$ cat src/ovq_consts.svh
// Constants for the overlap and queue control block
`ifndef OVQ_CONSTS_SVH
`define OVQ_CONSTS_SVH
// Host port register addresses
`define OVQ_A_DATA 4'h0
`define OVQ_A_ERRFEAT 4'h1
`define OVQ_A_SCNT 4'h2
`define OVQ_A_SNUM 4'h3
`define OVQ_A_CYLL 4'h4
`define OVQ_A_CYLH 4'h5
`define OVQ_A_HEAD 4'h6
`define OVQ_A_STATCMD 4'h7
`define OVQ_A_ALTCTL 4'h8
`define OVQ_A_ID71 4'h9
// Command codes
`define OVQ_CMD_SETF 8'hef
`define OVQ_CMD_PIO_RD 8'h20
`define OVQ_CMD_PIO_WR 8'h30
`define OVQ_CMD_DMA_RD 8'hc8
`define OVQ_CMD_DMA_WR 8'hca
// Set-features subcommands
`define OVQ_SF_OVL_NOSEL 8'hdd
`define OVQ_SF_OVL_SEL 8'hde
`define OVQ_SF_OVL_OFF 8'hdf
// Field positions
`define OVQ_FEAT_OVL 7
`define OVQ_HEAD_UNIT 4
`define OVQ_CTL_NIEN 1
`define OVQ_ERR_ABRT 2
`define OVQ_ID_OVL 15
`define OVQ_ID_QD_LSB 11
// Advertised depth field: depth is field plus one, never above eight
`define OVQ_QDEPTH_FIELD 4'h3
`define OVQ_CTX_DEPTH 8
// Words moved per data request block
`define OVQ_BLOCK_WORDS 9'd256
// Reset values
`define OVQ_HEAD_RST 8'h00
`define OVQ_STRAP_WAIT 2'd3
`endif

$ cat src/ovq_pkg.sv
// Types for the overlap and queue control block
package ovq_pkg;
  typedef enum logic [1:0] {OVQ_K_NONDATA, OVQ_K_PIO, OVQ_K_DMA, OVQ_K_SETF} ovq_kind_t;
  typedef enum logic [1:0] {OVQ_S_IDLE, OVQ_S_SAVE, OVQ_S_EXEC} ovq_state_t;
endpackage : ovq_pkg

$ cat src/ovq_ctx_store.sv
// Saved command context store, one entry per queue tag
`include "ovq_consts.svh"
module ovq_ctx_store
  import ovq_pkg::*;
(
  // Clock and reset
  input wire logic ref_clk,
  input wire logic reset_n,
  // Save side
  input wire logic wr_en,
  input wire logic [2:0] wr_tag,
  input wire logic [47:0] wr_word,
  // Release side
  input wire logic clr_en,
  input wire logic [2:0] clr_tag,
  input wire logic clr_all,
  // Lookup side
  input wire logic [2:0] rd_tag,
  output logic [47:0] rd_word,
  output logic [7:0] valid_mask
);
  logic [47:0] mem_q [0:`OVQ_CTX_DEPTH-1];
  logic [7:0] valid_q;
  logic [7:0] valid_d;
  logic [47:0] rd_q;
  wire [7:0] set_mask = wr_en ? (8'h01 << wr_tag) : 8'h00;
  wire [7:0] clr_mask = clr_all ? 8'hff : (clr_en ? (8'h01 << clr_tag) : 8'h00);

  // A save landing with a release keeps the entry alive
  assign valid_d = (valid_q & ~clr_mask) | set_mask;
  assign valid_mask = valid_q;
  assign rd_word = rd_q;

  // Storage needs no reset; the valid bits guard it
  always_ff @(posedge ref_clk)
  begin
    if (wr_en)
      mem_q[wr_tag] <= wr_word;
    rd_q <= mem_q[rd_tag];
  end

  // Entry valid flags
  always_ff @(posedge ref_clk or negedge reset_n)
  begin
    if (!reset_n)
      valid_q <= 8'h00;
    else
      valid_q <= valid_d;
  end
endmodule : ovq_ctx_store

$ cat src/ovq_ctrl.sv
// Device-side overlap, queue and interrupt control behind the host register port
//
// The placing of the registers and the strobed register port were left to the implementer.
`include "ovq_consts.svh"
// Functional notes
// [RULE_01] Overlapped data command: set busy, lock registers, save context, clear busy.
// [RULE_02] Non-data command keeps busy set until execution finishes.
// [RULE_03] Queuing device takes a new command as soon as busy clears.
// [RULE_04] Mixed pair: host leaves the legacy unit alone until its command ends.
// [RULE_05] Host moves the select line only when no access or transfer runs.
// [RULE_06] Register writes refused while busy and accepted only while selected. Code: ctl_wr ignores busy; head writes pass unselected if select line off.
// [RULE_07] Unit 0 interrupts on primary line, unit 1 on second line, always. Code: only in overlap mode; legacy drives the primary line when selected.
// [RULE_08] Overlap unit strapped as unit 0 beside legacy unit 1 runs legacy.
// [RULE_09] Host leaves overlap mode on all units before running diagnostics.
// [RULE_10] Identification word 71 bit 15 reports overlap support.
// [RULE_11] Bits 14-11 give depth field; zero means no queue, else field plus one.
// [RULE_12] A tag above the advertised depth field aborts the command.
// [RULE_13] Host marks overlap and tag in features for each data command.
// [RULE_14] Tag of the serviced command shows in head bits 7, 5 and 4.
// [RULE_15] Different kind or non-data command while queued aborts the whole queue.
// [RULE_16] Subcommands DDh, DEh, DFh: overlap without select, with select, off.
// [RULE_17] Mixed data-in: host idles unit 0, selects unit 1, loads and commands.
// [RULE_18] Host polls busy low on unit 1 before selecting unit 0 again.
// [RULE_19] Data ready: set data request then interrupt; error: set complete then interrupt.
// [RULE_20] Status read drops the interrupt; alternate status read does not.
// [RULE_21] Data request clears once the block has been read out.
// [RULE_22] Final status: set command-complete first, then interrupt.
// [RULE_23] Status read during reporting clears complete, drops interrupt, ends command.
// [RULE_24] Host reads error when flagged and head for the tag before status.
// [RULE_25] Features bit 7 asks overlap, bits 6-3 reserved, bits 2-0 tag.
// [RULE_26] Index bit is command-complete in overlap mode, cleared by status read.
// [RULE_27] Select line asserted picks unit 0, negated picks unit 1.
// [RULE_28] Unselected with select line on: ignore bus, still raise interrupt.
// [RULE_29] Hold saved context per outstanding queued command up to the depth.
// [RULE_30] Depth lives in bits 14-11 and never exceeds eight entries.
module ovq_ctrl
  import ovq_pkg::*;
(
  // Clock and reset
  input wire logic ref_clk,
  input wire logic reset_n,
  // Host register port
  input wire logic [3:0] reg_addr,
  input wire logic [15:0] reg_wdata,
  input wire logic reg_wr,
  input wire logic reg_rd,
  output logic [15:0] reg_rdata,
  // Activity or select pin, open collector, low means asserted
  input wire logic activity_or_select_pin_in,
  output logic activity_or_select_pin_out,
  output logic activity_or_select_pin_oe,
  // Unit number strap, high for unit 1
  input wire logic unit_strap,
  // Primary interrupt pin
  output logic irq_out,
  output logic irq_oe,
  // Diagnostic or second interrupt pin
  output logic diag_or_second_irq_pin_out,
  output logic diag_or_second_irq_pin_oe,
  // Command issue to the media engine
  output logic cmd_issue,
  output logic [7:0] cmd_code,
  output logic [2:0] cmd_tag,
  output logic [39:0] cmd_params,
  output logic queue_abort,
  input wire logic cmd_done,
  // Service events from the media engine
  input wire logic evt_valid,
  input wire logic evt_status,
  input wire logic evt_err,
  input wire logic [2:0] evt_tag,
  output logic evt_ready,
  // Data words for the data register
  input wire logic [15:0] data_word,
  output logic data_pop,
  // Context lookup and mode view
  input wire logic [2:0] ctx_tag,
  output logic [47:0] ctx_word,
  output logic [7:0] ctx_valid,
  output logic overlap_mode
);
  // Command classification
  function automatic ovq_kind_t kind_of(input logic [7:0] c);
    if (c == `OVQ_CMD_PIO_RD || c == `OVQ_CMD_PIO_WR)
      return OVQ_K_PIO;
    else if (c == `OVQ_CMD_DMA_RD || c == `OVQ_CMD_DMA_WR)
      return OVQ_K_DMA;
    else if (c == `OVQ_CMD_SETF)
      return OVQ_K_SETF;
    else
      return OVQ_K_NONDATA;
  endfunction : kind_of

  logic [1:0] sel_sync_q, strap_sync_q, strap_cnt_q;
  logic unit_q, strap_done_q;
  logic ovl_q, unit_select_line_q, nien_q;
  logic [7:0] feat_q, scnt_q, snum_q, cyll_q, cylh_q, head_q, err_q;
  logic drq_q, cc_q, int_q, raise_q, err_st_q;
  logic [2:0] svc_tag_q;
  logic [8:0] word_cnt_q;
  ovq_state_t state_q, state_d;
  ovq_kind_t qkind_q;
  logic [15:0] rdata_q;
  logic issue_q, qabort_q, pop_q;
  logic [7:0] code_q;
  logic [2:0] tag_q;
  logic [39:0] params_q;

  // Pin synchronisers; only the second stage is read
  always_ff @(posedge ref_clk or negedge reset_n)
  begin
    if (!reset_n)
    begin
      sel_sync_q <= 2'b11;
      strap_sync_q <= 2'b00;
    end
    else
    begin
      sel_sync_q <= {sel_sync_q[0], activity_or_select_pin_in};
      strap_sync_q <= {strap_sync_q[0], unit_strap};
    end
  end

  // Strap caught once the synchroniser has settled after reset
  always_ff @(posedge ref_clk or negedge reset_n)
  begin
    if (!reset_n)
    begin
      strap_cnt_q <= 2'd0;
      strap_done_q <= 1'b0;
      unit_q <= 1'b0;
    end
    else if (!strap_done_q)
    begin
      strap_cnt_q <= strap_cnt_q + 2'd1;
      if (strap_cnt_q == `OVQ_STRAP_WAIT)
      begin
        unit_q <= strap_sync_q[1];
        strap_done_q <= 1'b1;
      end
    end
  end

  // Selection: with the select line enabled, low picks unit 0 and high unit 1; else head unit bit
  wire sel_unit0 = ~sel_sync_q[1]; // [RULE_27]
  wire selected = (ovl_q & unit_select_line_q) ? (unit_q ? ~sel_unit0 : sel_unit0)
                                   : (head_q[`OVQ_HEAD_UNIT] == unit_q);
  wire head_pass = ~(ovl_q & unit_select_line_q) & (reg_addr == `OVQ_A_HEAD);
  wire acc_ok = selected | (head_pass & reg_wr); // [RULE_28]
  wire busy = (state_q != OVQ_S_IDLE);
  wire cb_addr = (reg_addr >= `OVQ_A_ERRFEAT) & (reg_addr <= `OVQ_A_STATCMD);
  // Command block locked while busy and when not selected, except head writes while the select line is off
  wire cb_wr = reg_wr & acc_ok & cb_addr & ~busy; // [RULE_06] [RULE_01]
  wire ctl_wr = reg_wr & selected & (reg_addr == `OVQ_A_ALTCTL);
  wire cmd_wr = cb_wr & (reg_addr == `OVQ_A_STATCMD);
  wire stat_rd = reg_rd & selected & (reg_addr == `OVQ_A_STATCMD);
  wire data_rd = reg_rd & selected & (reg_addr == `OVQ_A_DATA) & drq_q;

  // Command screening against mode, depth and queue contents
  wire [7:0] cmd_in = reg_wdata[7:0];
  wire ovq_kind_t kind = kind_of(cmd_in);
  wire is_data = (kind == OVQ_K_PIO) | (kind == OVQ_K_DMA);
  wire queued = ovl_q & feat_q[`OVQ_FEAT_OVL] & is_data; // [RULE_25]
  wire [2:0] tag_in = feat_q[2:0];
  wire tag_bad = queued & ({1'b0, tag_in} > `OVQ_QDEPTH_FIELD); // [RULE_12]
  wire q_exists = (ctx_valid != 8'h00);
  wire mix_bad = q_exists & (~queued | (kind != qkind_q)); // [RULE_15]
  wire cmd_abort = cmd_wr & (tag_bad | mix_bad);
  wire cmd_go = cmd_wr & ~tag_bad & ~mix_bad;
  wire save_go = cmd_go & (queued | (kind == OVQ_K_SETF));

  // Busy sequencing: save is a single busy cycle, execute waits for done
  always_comb
  begin
    state_d = state_q;
    unique case (state_q)
      OVQ_S_IDLE:
        if (cmd_go)
          state_d = save_go ? OVQ_S_SAVE : OVQ_S_EXEC; // [RULE_01] [RULE_02]
      OVQ_S_SAVE:
        state_d = OVQ_S_IDLE; // [RULE_01] [RULE_03]
      OVQ_S_EXEC:
        if (cmd_done)
          state_d = OVQ_S_IDLE; // [RULE_02]
    endcase
  end

  always_ff @(posedge ref_clk or negedge reset_n)
  begin
    if (!reset_n)
      state_q <= OVQ_S_IDLE;
    else
      state_q <= state_d;
  end

  // Command block registers
  always_ff @(posedge ref_clk or negedge reset_n)
  begin
    if (!reset_n)
    begin
      feat_q <= 8'h00;
      scnt_q <= 8'h00;
      snum_q <= 8'h00;
      cyll_q <= 8'h00;
      cylh_q <= 8'h00;
      head_q <= `OVQ_HEAD_RST;
    end
    else if (cb_wr)
    begin
      if (reg_addr == `OVQ_A_ERRFEAT)
        feat_q <= reg_wdata[7:0];
      if (reg_addr == `OVQ_A_SCNT)
        scnt_q <= reg_wdata[7:0];
      if (reg_addr == `OVQ_A_SNUM)
        snum_q <= reg_wdata[7:0];
      if (reg_addr == `OVQ_A_CYLL)
        cyll_q <= reg_wdata[7:0];
      if (reg_addr == `OVQ_A_CYLH)
        cylh_q <= reg_wdata[7:0];
      if (reg_addr == `OVQ_A_HEAD)
        head_q <= reg_wdata[7:0];
    end
  end

  // Mode flags; legacy after reset, set-features switches overlap
  always_ff @(posedge ref_clk or negedge reset_n)
  begin
    if (!reset_n)
    begin
      ovl_q <= 1'b0;
      unit_select_line_q <= 1'b0;
      nien_q <= 1'b0;
    end
    else
    begin
      if (ctl_wr)
        nien_q <= reg_wdata[`OVQ_CTL_NIEN];
      if (cmd_go && kind == OVQ_K_SETF)
      begin
        if (feat_q == `OVQ_SF_OVL_NOSEL || feat_q == `OVQ_SF_OVL_SEL) // [RULE_16]
        begin
          ovl_q <= 1'b1;
          unit_select_line_q <= (feat_q == `OVQ_SF_OVL_SEL);
        end
        else if (feat_q == `OVQ_SF_OVL_OFF)
        begin
          ovl_q <= 1'b0;
          unit_select_line_q <= 1'b0;
        end
      end
    end
  end

  // Saved contexts, one per outstanding queued tag
  wire ctx_clr = stat_rd & cc_q; // [RULE_23]
  ovq_ctx_store u_ctx (
    .ref_clk(ref_clk),
    .reset_n(reset_n),
    .wr_en(save_go & queued), // [RULE_29]
    .wr_tag(tag_in),
    .wr_word({cmd_in, feat_q, scnt_q, snum_q, cyll_q, cylh_q}),
    .clr_en(ctx_clr),
    .clr_tag(svc_tag_q),
    .clr_all(cmd_abort & mix_bad), // [RULE_15]
    .rd_tag(ctx_tag),
    .rd_word(ctx_word),
    .valid_mask(ctx_valid)
  );

  // Engine issue, queue kind and error register
  always_ff @(posedge ref_clk or negedge reset_n)
  begin
    if (!reset_n)
    begin
      issue_q <= 1'b0;
      qabort_q <= 1'b0;
      code_q <= 8'h00;
      tag_q <= 3'h0;
      params_q <= 40'h0;
      qkind_q <= OVQ_K_NONDATA;
      err_q <= 8'h00;
    end
    else
    begin
      issue_q <= cmd_go & (kind != OVQ_K_SETF);
      qabort_q <= cmd_abort & mix_bad;
      if (cmd_go)
      begin
        code_q <= cmd_in;
        tag_q <= tag_in;
        params_q <= {feat_q, scnt_q, snum_q, cyll_q, cylh_q};
        err_q <= 8'h00;
      end
      if (save_go & queued)
        qkind_q <= kind;
      if (cmd_abort)
        err_q <= 8'h01 << `OVQ_ERR_ABRT;
    end
  end

  // Service flags; a set wins over a clear in the same cycle, except the error bit, which a taken event loads even over an abort
  wire svc_busy = drq_q | cc_q | raise_q | int_q;
  wire take = evt_valid & ~svc_busy;
  wire last_word = data_rd & (word_cnt_q == `OVQ_BLOCK_WORDS - 9'd1);
  wire cc_set = (take & evt_status) | cmd_abort;
  always_ff @(posedge ref_clk or negedge reset_n)
  begin
    if (!reset_n)
    begin
      drq_q <= 1'b0;
      cc_q <= 1'b0;
      raise_q <= 1'b0;
      int_q <= 1'b0;
      err_st_q <= 1'b0;
      svc_tag_q <= 3'h0;
    end
    else
    begin
      drq_q <= (take & ~evt_status) | (drq_q & ~last_word); // [RULE_19] [RULE_21]
      cc_q <= cc_set | (cc_q & ~stat_rd); // [RULE_22] [RULE_26] [RULE_23]
      raise_q <= take | cmd_abort; // [RULE_19] [RULE_22]
      int_q <= raise_q | (int_q & ~stat_rd); // [RULE_20]
      if (take)
      begin
        svc_tag_q <= evt_tag;
        err_st_q <= evt_status & evt_err;
      end
      else if (cmd_abort)
        err_st_q <= 1'b1;
      else if (cmd_go)
        err_st_q <= 1'b0;
    end
  end

  // Data word counter over one request block
  always_ff @(posedge ref_clk or negedge reset_n)
  begin
    if (!reset_n)
      word_cnt_q <= 9'd0;
    else if (last_word || take)
      word_cnt_q <= 9'd0;
    else if (data_rd)
      word_cnt_q <= word_cnt_q + 9'd1;
  end

  // Readback views
  wire queuing = ovl_q & (`OVQ_QDEPTH_FIELD != 4'h0);
  wire [7:0] head_view = queuing ? {svc_tag_q[2], head_q[6], svc_tag_q[1:0], head_q[3:0]}
                                 : head_q; // [RULE_14]
  wire [7:0] stat_view = {busy, 1'b1, 1'b0, 1'b1, drq_q, 1'b0, cc_q & ovl_q, err_st_q};
  wire [15:0] id71 = (16'h0001 << `OVQ_ID_OVL) // [RULE_10]
                   | ({12'h000, `OVQ_QDEPTH_FIELD} << `OVQ_ID_QD_LSB); // [RULE_11] [RULE_30]
  wire [7:0] byte_mux =
    (reg_addr == `OVQ_A_ERRFEAT) ? err_q :
    (reg_addr == `OVQ_A_SCNT) ? scnt_q :
    (reg_addr == `OVQ_A_SNUM) ? snum_q :
    (reg_addr == `OVQ_A_CYLL) ? cyll_q :
    (reg_addr == `OVQ_A_CYLH) ? cylh_q :
    (reg_addr == `OVQ_A_HEAD) ? head_view :
    ((reg_addr == `OVQ_A_STATCMD) || (reg_addr == `OVQ_A_ALTCTL)) ? stat_view : 8'h00;
  wire [15:0] rd_mux = (reg_addr == `OVQ_A_DATA) ? (drq_q ? data_word : 16'h0000) :
                       (reg_addr == `OVQ_A_ID71) ? id71 : {8'h00, byte_mux};

  // Read data stands only in the cycle after the strobe; unselected reads return zero
  always_ff @(posedge ref_clk or negedge reset_n)
  begin
    if (!reset_n)
    begin
      rdata_q <= 16'h0000;
      pop_q <= 1'b0;
    end
    else
    begin
      rdata_q <= (reg_rd & selected) ? rd_mux : 16'h0000;
      pop_q <= data_rd;
    end
  end

  // Interrupt routing by unit number in overlap, by selection in legacy
  wire irq_lvl = int_q & ~nien_q;
  assign irq_oe = ovl_q ? ~unit_q : selected; // [RULE_07]
  assign irq_out = irq_oe & irq_lvl;
  assign diag_or_second_irq_pin_oe = ovl_q & unit_q; // [RULE_07]
  assign diag_or_second_irq_pin_out = ovl_q & unit_q & irq_lvl;
  // Pin is an input while the select line is enabled, activity output otherwise
  assign activity_or_select_pin_oe = ~(ovl_q & unit_select_line_q) & (busy | drq_q);
  assign activity_or_select_pin_out = 1'b0;

  assign evt_ready = ~svc_busy;
  assign reg_rdata = rdata_q;
  assign cmd_issue = issue_q;
  assign cmd_code = code_q;
  assign cmd_tag = tag_q;
  assign cmd_params = params_q;
  assign queue_abort = qabort_q;
  assign data_pop = pop_q;
  assign overlap_mode = ovl_q;
endmodule : ovq_ctrl

$ cat config.mk
export PLATFORM = sky130hd
export DESIGN_NAME = ovq_ctrl
export DESIGN_NICKNAME = d
export VERILOG_FILES = /design/src/ovq_pkg.sv /design/src/ovq_ctx_store.sv /design/src/ovq_ctrl.sv
export VERILOG_INCLUDE_DIRS = /design/src
export SDC_FILE = /design/constraint.sdc
export NUM_CORES = 1
export LEC_CHECK = 0
export ABC_AREA = 0
export BUFFER_PORTS_ARGS = -buffer_cell sky130_fd_sc_hd__buf_2
export CAP_MARGIN = 5
export CORE_ASPECT_RATIO = 0.75
export CORE_UTILIZATION = 55
export CTS_CLUSTER_DIAMETER = 50
export DETAILED_ROUTE_END_ITERATION = 16
export GPL_TIMING_DRIVEN = 0
export PLACE_DENSITY_LB_ADDON = 0.15
export SLEW_MARGIN = 30
export SYNTH_ARGS = -nofsm -noshare
export SYNTH_HDL_FRONTEND = slang
export SYNTH_SLANG_ARGS = --single-unit
$ cat constraint.sdc
create_clock -name ref_clk -period 7 [get_ports ref_clk]
set_input_delay 0.35 -clock ref_clk [delete_from_list [all_inputs] [get_ports ref_clk]]
set_output_delay 0.35 -clock ref_clk [all_outputs]
set_load 0.02 [all_outputs]
# After elaboration in Yosys (flattened, before gate mapping)
# Memory sizes are Yosys's and may differ from the RTL's. A register that Yosys moved wholly into a read port is not among the register bits.
# Cells that the tools add are included.
word_totals:
  regBits: 166
  ram_bits: 384
  out_inout_bits: 134
  word_cells: 201
  mem_count: 1
mem_list:
  columns: ["memory", "words", "word_bits", "rd", "rd_clocked_by_memory_dff", "write_ports", "line_no", "rtl"]
  rows:
  - ["u_ctx.mem_q", 8, 48, 1, 1, 1, "ovq_ctx_store.sv:22", "logic [47:0] mem_q [0:`OVQ_CTX_DEPTH-1];"]
classes:
  bitwise: 70
  order_cmp: 3
  n_reduce_logical: 23
  n_mux: 39
  add_sub_neg: 2
  n_eq_ne: 29
  shift: 2
op_table:
  columns: ["op", "n"]
  rows:
  - ["8-bit 2-to-1 mux", 13]
  - ["16-bit 2-to-1 mux", 4]
  - ["8-bit == test, second input constant", 6]
  - ["1-bit bitwise AND", 40]
  - ["9-bit 2-to-1 mux", 2]
  - ["2-bit AND reduction", 9]
  - ["4-bit by 3-bit == test with 1-bit output, second input constant", 4]
  - ["8-bit by 6-bit == test with 1-bit output, second input constant", 2]
  - ["1-bit by 3-bit left shift with 8-bit output, first input constant", 2]
  - ["1-bit bitwise OR", 14]
  - ["1-bit 2-to-1 mux", 13]
  - ["1-bit inverter", 13]
  - ["2-bit 2-to-1 mux", 6]
  - ["9-bit by 1-bit adder with 9-bit output, second input constant", 1]
  - ["9-bit by 8-bit == test with 1-bit output, second input constant", 1]
  - ["8-bit bitwise AND", 1]
  - ["2-bit == test, second input constant", 4]
  - ["4-bit by 2-bit == test with 1-bit output, second input constant", 2]
  - ["4-bit == test, second input constant", 2]
  - ["8-bit inverter", 1]
  - ["8-bit bitwise OR", 1]
  - ["2-bit nonzero test", 4]
  - ["8-bit nonzero test", 1]
  - ["2-bit inequality test, second input constant", 3]
  - ["other kinds (14)", 19]

# Logic depth before layout (Yosys ltp)
depth:
  ltp_word: 17
  mapped_depth: 11
  mapped_depth_nobuf: 10

# Cells and area by module
# Synthesis repeated with hierarchy kept, for this count alone.
hier_totals:
  cells_unflattened: 1198
  hier_area_um2: 22655.5
modules_own_cells:
  columns: ["module", "area_each_um2", "n_inst", "cells_per_inst"]
  rows:
  - ["ovq_ctx_store", 16006.6, 1, 649]
  - ["ovq_ctrl", 6648.9, 1, 549]

# Worst setup path after synthesis
# No wires, ideal clock.
synth_path:
  kind: "in2reg"
  from: "input reg_wdata[2]"
  to: "memory u_ctx.mem_q[1][0] (enable)"
  stages: 9
  t_arrival_ns: 4.107
  setup_slack_ns: 2.439
  setup_time_ns: 0.454
  path_cell_list: "clkbuf_1 or3_1 a21oi_2 ha_1 nand3_1 o31ai_1 buf_2 nand3_2 nor2_1"
synth_between:
  elab_chain_len: 16
synth_lines:
  columns: ["element", "line_no", "rtl"]
  rows:
  - ["start: declaration", "ovq_ctrl.sv:44", "input wire logic [15:0] reg_wdata,"]
  - ["8-bit == test (no source line)", null, null]
  - ["2-bit 2-to-1 mux / 1-bit logical OR (equally long branches)", null, null]
  - ["2-bit 2-to-1 mux", "ovq_ctrl.sv:86", "else if (c == `OVQ_CMD_DMA_RD || c == `OVQ_CMD_DMA_WR)"]
  - ["2-bit 2-to-1 mux *", "ovq_ctrl.sv:84", "if (c == `OVQ_CMD_PIO_RD || c == `OVQ_CMD_PIO_WR)"]
  - ["net kind[1]", "ovq_ctrl.sv:161", "wire ovq_kind_t kind = kind_of(cmd_in);"]
  - ["2-bit by 1-bit == test with 1-bit output / 2-bit == test (equally long branches)", "ovq_ctrl.sv:162", "wire is_data = (kind == OVQ_K_PIO) | (kind == OVQ_K_DMA);"]
  - ["1-bit bitwise OR", "ovq_ctrl.sv:162", null]
  - ["1-bit bitwise AND", "ovq_ctrl.sv:163", "wire queued = ovl_q & feat_q[`OVQ_FEAT_OVL] & is_data;"]
  - ["1-bit inverter", "ovq_ctrl.sv:167", "wire mix_bad = q_exists & (~queued | (kind != qkind_q));"]
  - ["1-bit bitwise OR", "ovq_ctrl.sv:167", null]
  - ["1-bit bitwise AND", "ovq_ctrl.sv:167", null]
  - ["1-bit inverter", "ovq_ctrl.sv:169", "wire cmd_go = cmd_wr & ~tag_bad & ~mix_bad;"]
  - ["1-bit bitwise AND", "ovq_ctrl.sv:169", null]
  - ["1-bit bitwise AND", "ovq_ctrl.sv:170", "wire save_go = cmd_go & (queued | (kind == OVQ_K_SETF));"]
  - ["1-bit bitwise AND *", "ovq_ctrl.sv:259", ".wr_en(save_go & queued),"]
  - ["1-bit 2-to-1 mux *", "ovq_ctx_store.sv:37", "if (wr_en)"]
  - ["1-bit 2-to-1 mux (implied by the code) *", "ovq_ctx_store.sv:38", "mem_q[wr_tag] <= wr_word;"]
  - ["end: declaration", "ovq_ctx_store.sv:22", null]
# Mark *: on every way through the listed nets, which the timed path passes. The rest lies on a longest branch.

# Final worst setup path
layout_path:
  from: "input reg_wdata[1]"
  to: "memory u_ctx.mem_q[1][4] (enable)"
# Same word-level chain as after synthesis.

==> metrics <==
aggregate global-route resource usage=24.2%; Top FF cell, synth=edfxtp_1; Syn Area/Cell=18.7 µm²; Sw Pwr=1.90 mW; drt pass-1 iters=5; Post CTS Setup Buffer Count=0; crit path from=reg_wdata[1]; global route overflow=0; maximum VDD drop=0.235 mV; num rows=63; skew final=0.0259 ns; status=finished clean; sequential share of the synthesized area=72.5%; Mapped Area=0.0226 mm²; Clock Sinks=588; Initial Util=56.4%; internal power=6.14 mW; critical path class=in2reg; Post-synth EDFFs=384; most common cell in the synthesized netlist=edfxtp_1; Leak Pwr=11.0 nW; flop2flop setup slack=3.69 ns; Core ar.=0.0400 mm²; crit path max fanout=17; R2R Path Start=overlap_mode; total CTS buffers=55; vias per cell=5.53; Tcrit/Tclk final=52.9%; vias in the first global route=12400; slew of the pin with the lowest slew margin=0.959 ns; initial antenna violation count=5; Top Usage Layer GRT=met2; Post-CTS Resized=0; met3 Use GR=4.32%; Final Util=68.0%; clock network power share=37.7%; M1 GR Usage=36.4%; final cell count without fillers=2227; I/O Buffers=172; P per Cell Area=295 mW/mm²; Max clock buf depth=3; Achievable Freq=0.270 GHz; Cell variety after synth=67; WL per Instance=22.0 µm; CTS clk-pin slew, worst paths=0.06 ns; setup_tns=0 ns; via count=12300; first-pass GRT wire length=74.9 mm; startpoint class of the critical path=input port; Critical Path AT=3.99 ns; share of layout cells above drive strength 1=32.6%; met2 usage=37.3%; Root Buffer=clkbuf_16; combinational power share=9.0%; Max Cap Violations=0; # H-tree levels=2; clk_lat worst skew=0.60 ns; Area growth, synth to finish=20.5%; chip width=236 µm; DRT iter0 DRCs=1008; post-placement cell count=2106; Synth area leaders=edfxtp_1, dfrtp_1, mux4_2, mux2_2, dfxtp_1; largest net degree at the start of global routing=80; Warnings, synthesis=0; Slew Limit Fails=0; Die Y=178 µm; Hold Violations, Final=0; RSZ-0062 raised after global routing=no; largest area contributor in the netlist=edfxtp_1; ys async rst share=26.5%; min Tclk post-route=3.70 ns; worst min path class=in2reg; Routed Antenna Nets=0; Sequential Power Share=53.3%; CTS Hold Buffers Added=16; Post-Syn Instances=1209; GP Congestion=0.909; Hold Crit Start=data_word[11]; die area=0.0419 mm²; Critical Path RT=7.29 ns; Sw Ratio=23.6%; Rel. slew slack=36.1%; Remaining DRCs=0; Nets=1717; Yosys reg bits=588; HPWL Detailed=32.7 mm; Setup crit end kind=flip-flop; Synth top area share=51.0%; CTS tree=yes; WL final=49.0 mm; Commonest cells post-synth=edfxtp_1, dfrtp_1, mux2_2; setup violators final=0; Ports=186
[flip-flops by register name (all words and copies together), names as in the netlist, 3 cells and up]
signal / flops
cmd_code: 8
cyll_q: 8
reg_rdata: 16
cmd_params: 38
svc_tag_q: 3
scnt_q: 8
u_ctx.mem_q: 384
snum_q: 8
u_ctx.rd_word: 48
feat_q: 8
cylh_q: 8
u_ctx.valid_mask: 8
head_q: 8
word_cnt_q: 9
[final cells by class]
type	count	area [µm²]
Clock buffer	79	1590
Clock inverter	25	274
Sequential cell	588	16400
Timing Repair Buffer	201	1350
Multi-Input combinational cell	738	6560
Antenna cell	1	2.50
Inverter	10	37.5
Tap cell	520	651
Buffer	65	360
Fill cell	2773	12800
[critical path: stages]
cell      delay, ns
buf_2          0.16
clkbuf_1       0.71
nand4_1        0.26
o21ai_1        0.36
ha_1           0.22
nand3_1        0.12
o31ai_1        0.30
buf_2          0.27
nand3_2        0.35
nor2_4         0.46
buf_8          0.22
buf_16         0.18
[per-layer routing]
layer,vias to the layer above,share of wire [%]
li1,5433,-
met1,6418,46
met2,382,46
met3,72,6.1
met4,8,1.5
met5,-,0.092
[stage by stage]
stage	hold slack, ns	cell area (µm²)	setup WS [ns]	power [mW]
floorplan	0.0544	23300	2.44	4.74
global placement	0.334	24800	-0.611	5.03
detailed placement	0.337	25200	2.69	5.07
CTS	0.00593	27200	3.33	8.11
global route	0.0173	27200	2.99	8.33
finish	0.0249	27200	3.30	8.04
[logic make-up (layout without fill, tap and decap cells)]
kind of cell	Yosys count	count (layout)	share of synthesized area, %
AO/OA/AOI/OAI	111	111	3.05
XOR/XNOR	5	5	0.194
adder cells (fa/ha/maj)	6	6	0.332
buffers and inverters	75	380	1.74
flip-flops	588	588	72.5
multiplexers	249	249	18.0
other	1	194	0.0166
AND/OR/NAND/NOR	174	174	4.11
[placed cells by master (no fill, tap or decap), types with 7 or more instances in the layout]
cell / n
edfxtp_1: 384
conb_1: 193
buf_2: 178
dfrtp_1: 154
mux2_2: 100
mux4_2: 97
clkbuf_16: 58
clkbuf_1: 54
mux2_4: 48
dfxtp_1: 48
nor2_1: 43
a21oi_1: 38
nand2_1: 37
o21ai_0: 25
dlygate4sd3_1: 16
and3_1: 12
nand3_1: 10
inv_1: 10
o22ai_1: 10
nand3b_1: 9
nor3_1: 9
buf_16: 9
nor2b_1: 8
buf_12: 7
and2_1: 7
clkinv_2: 7
[final timing paths]
kind | end | cells after the start
setup / recovery | u_ctx.mem_q[1][4] | 12
hold / removal | reg_rdata[11] | 3
setup reg to reg | u_ctx.mem_q[1][4] | 8
hold reg to reg | strap_sync_q[1] | 0
max in group asynchronous | cmd_code[0] | 3
min in group asynchronous | word_cnt_q[0] | 2
[power groups by stage]
| stage | Combinational (mW) | Clock, mW | Sequential (mW) |
|---|---|---|---|
| after floorplan | 0.408 | 0 | 4.33 |
| final | 0.722 | 3.03 | 4.29 |
| after detailed placement | 0.710 | 0 | 4.36 |
| after CTS | 0.723 | 3.10 | 4.29 |
| after global placement | 0.695 | 0 | 4.34 |
| after global routing | 0.783 | 3.23 | 4.32 |
Power figures use the tool's default switching activity.
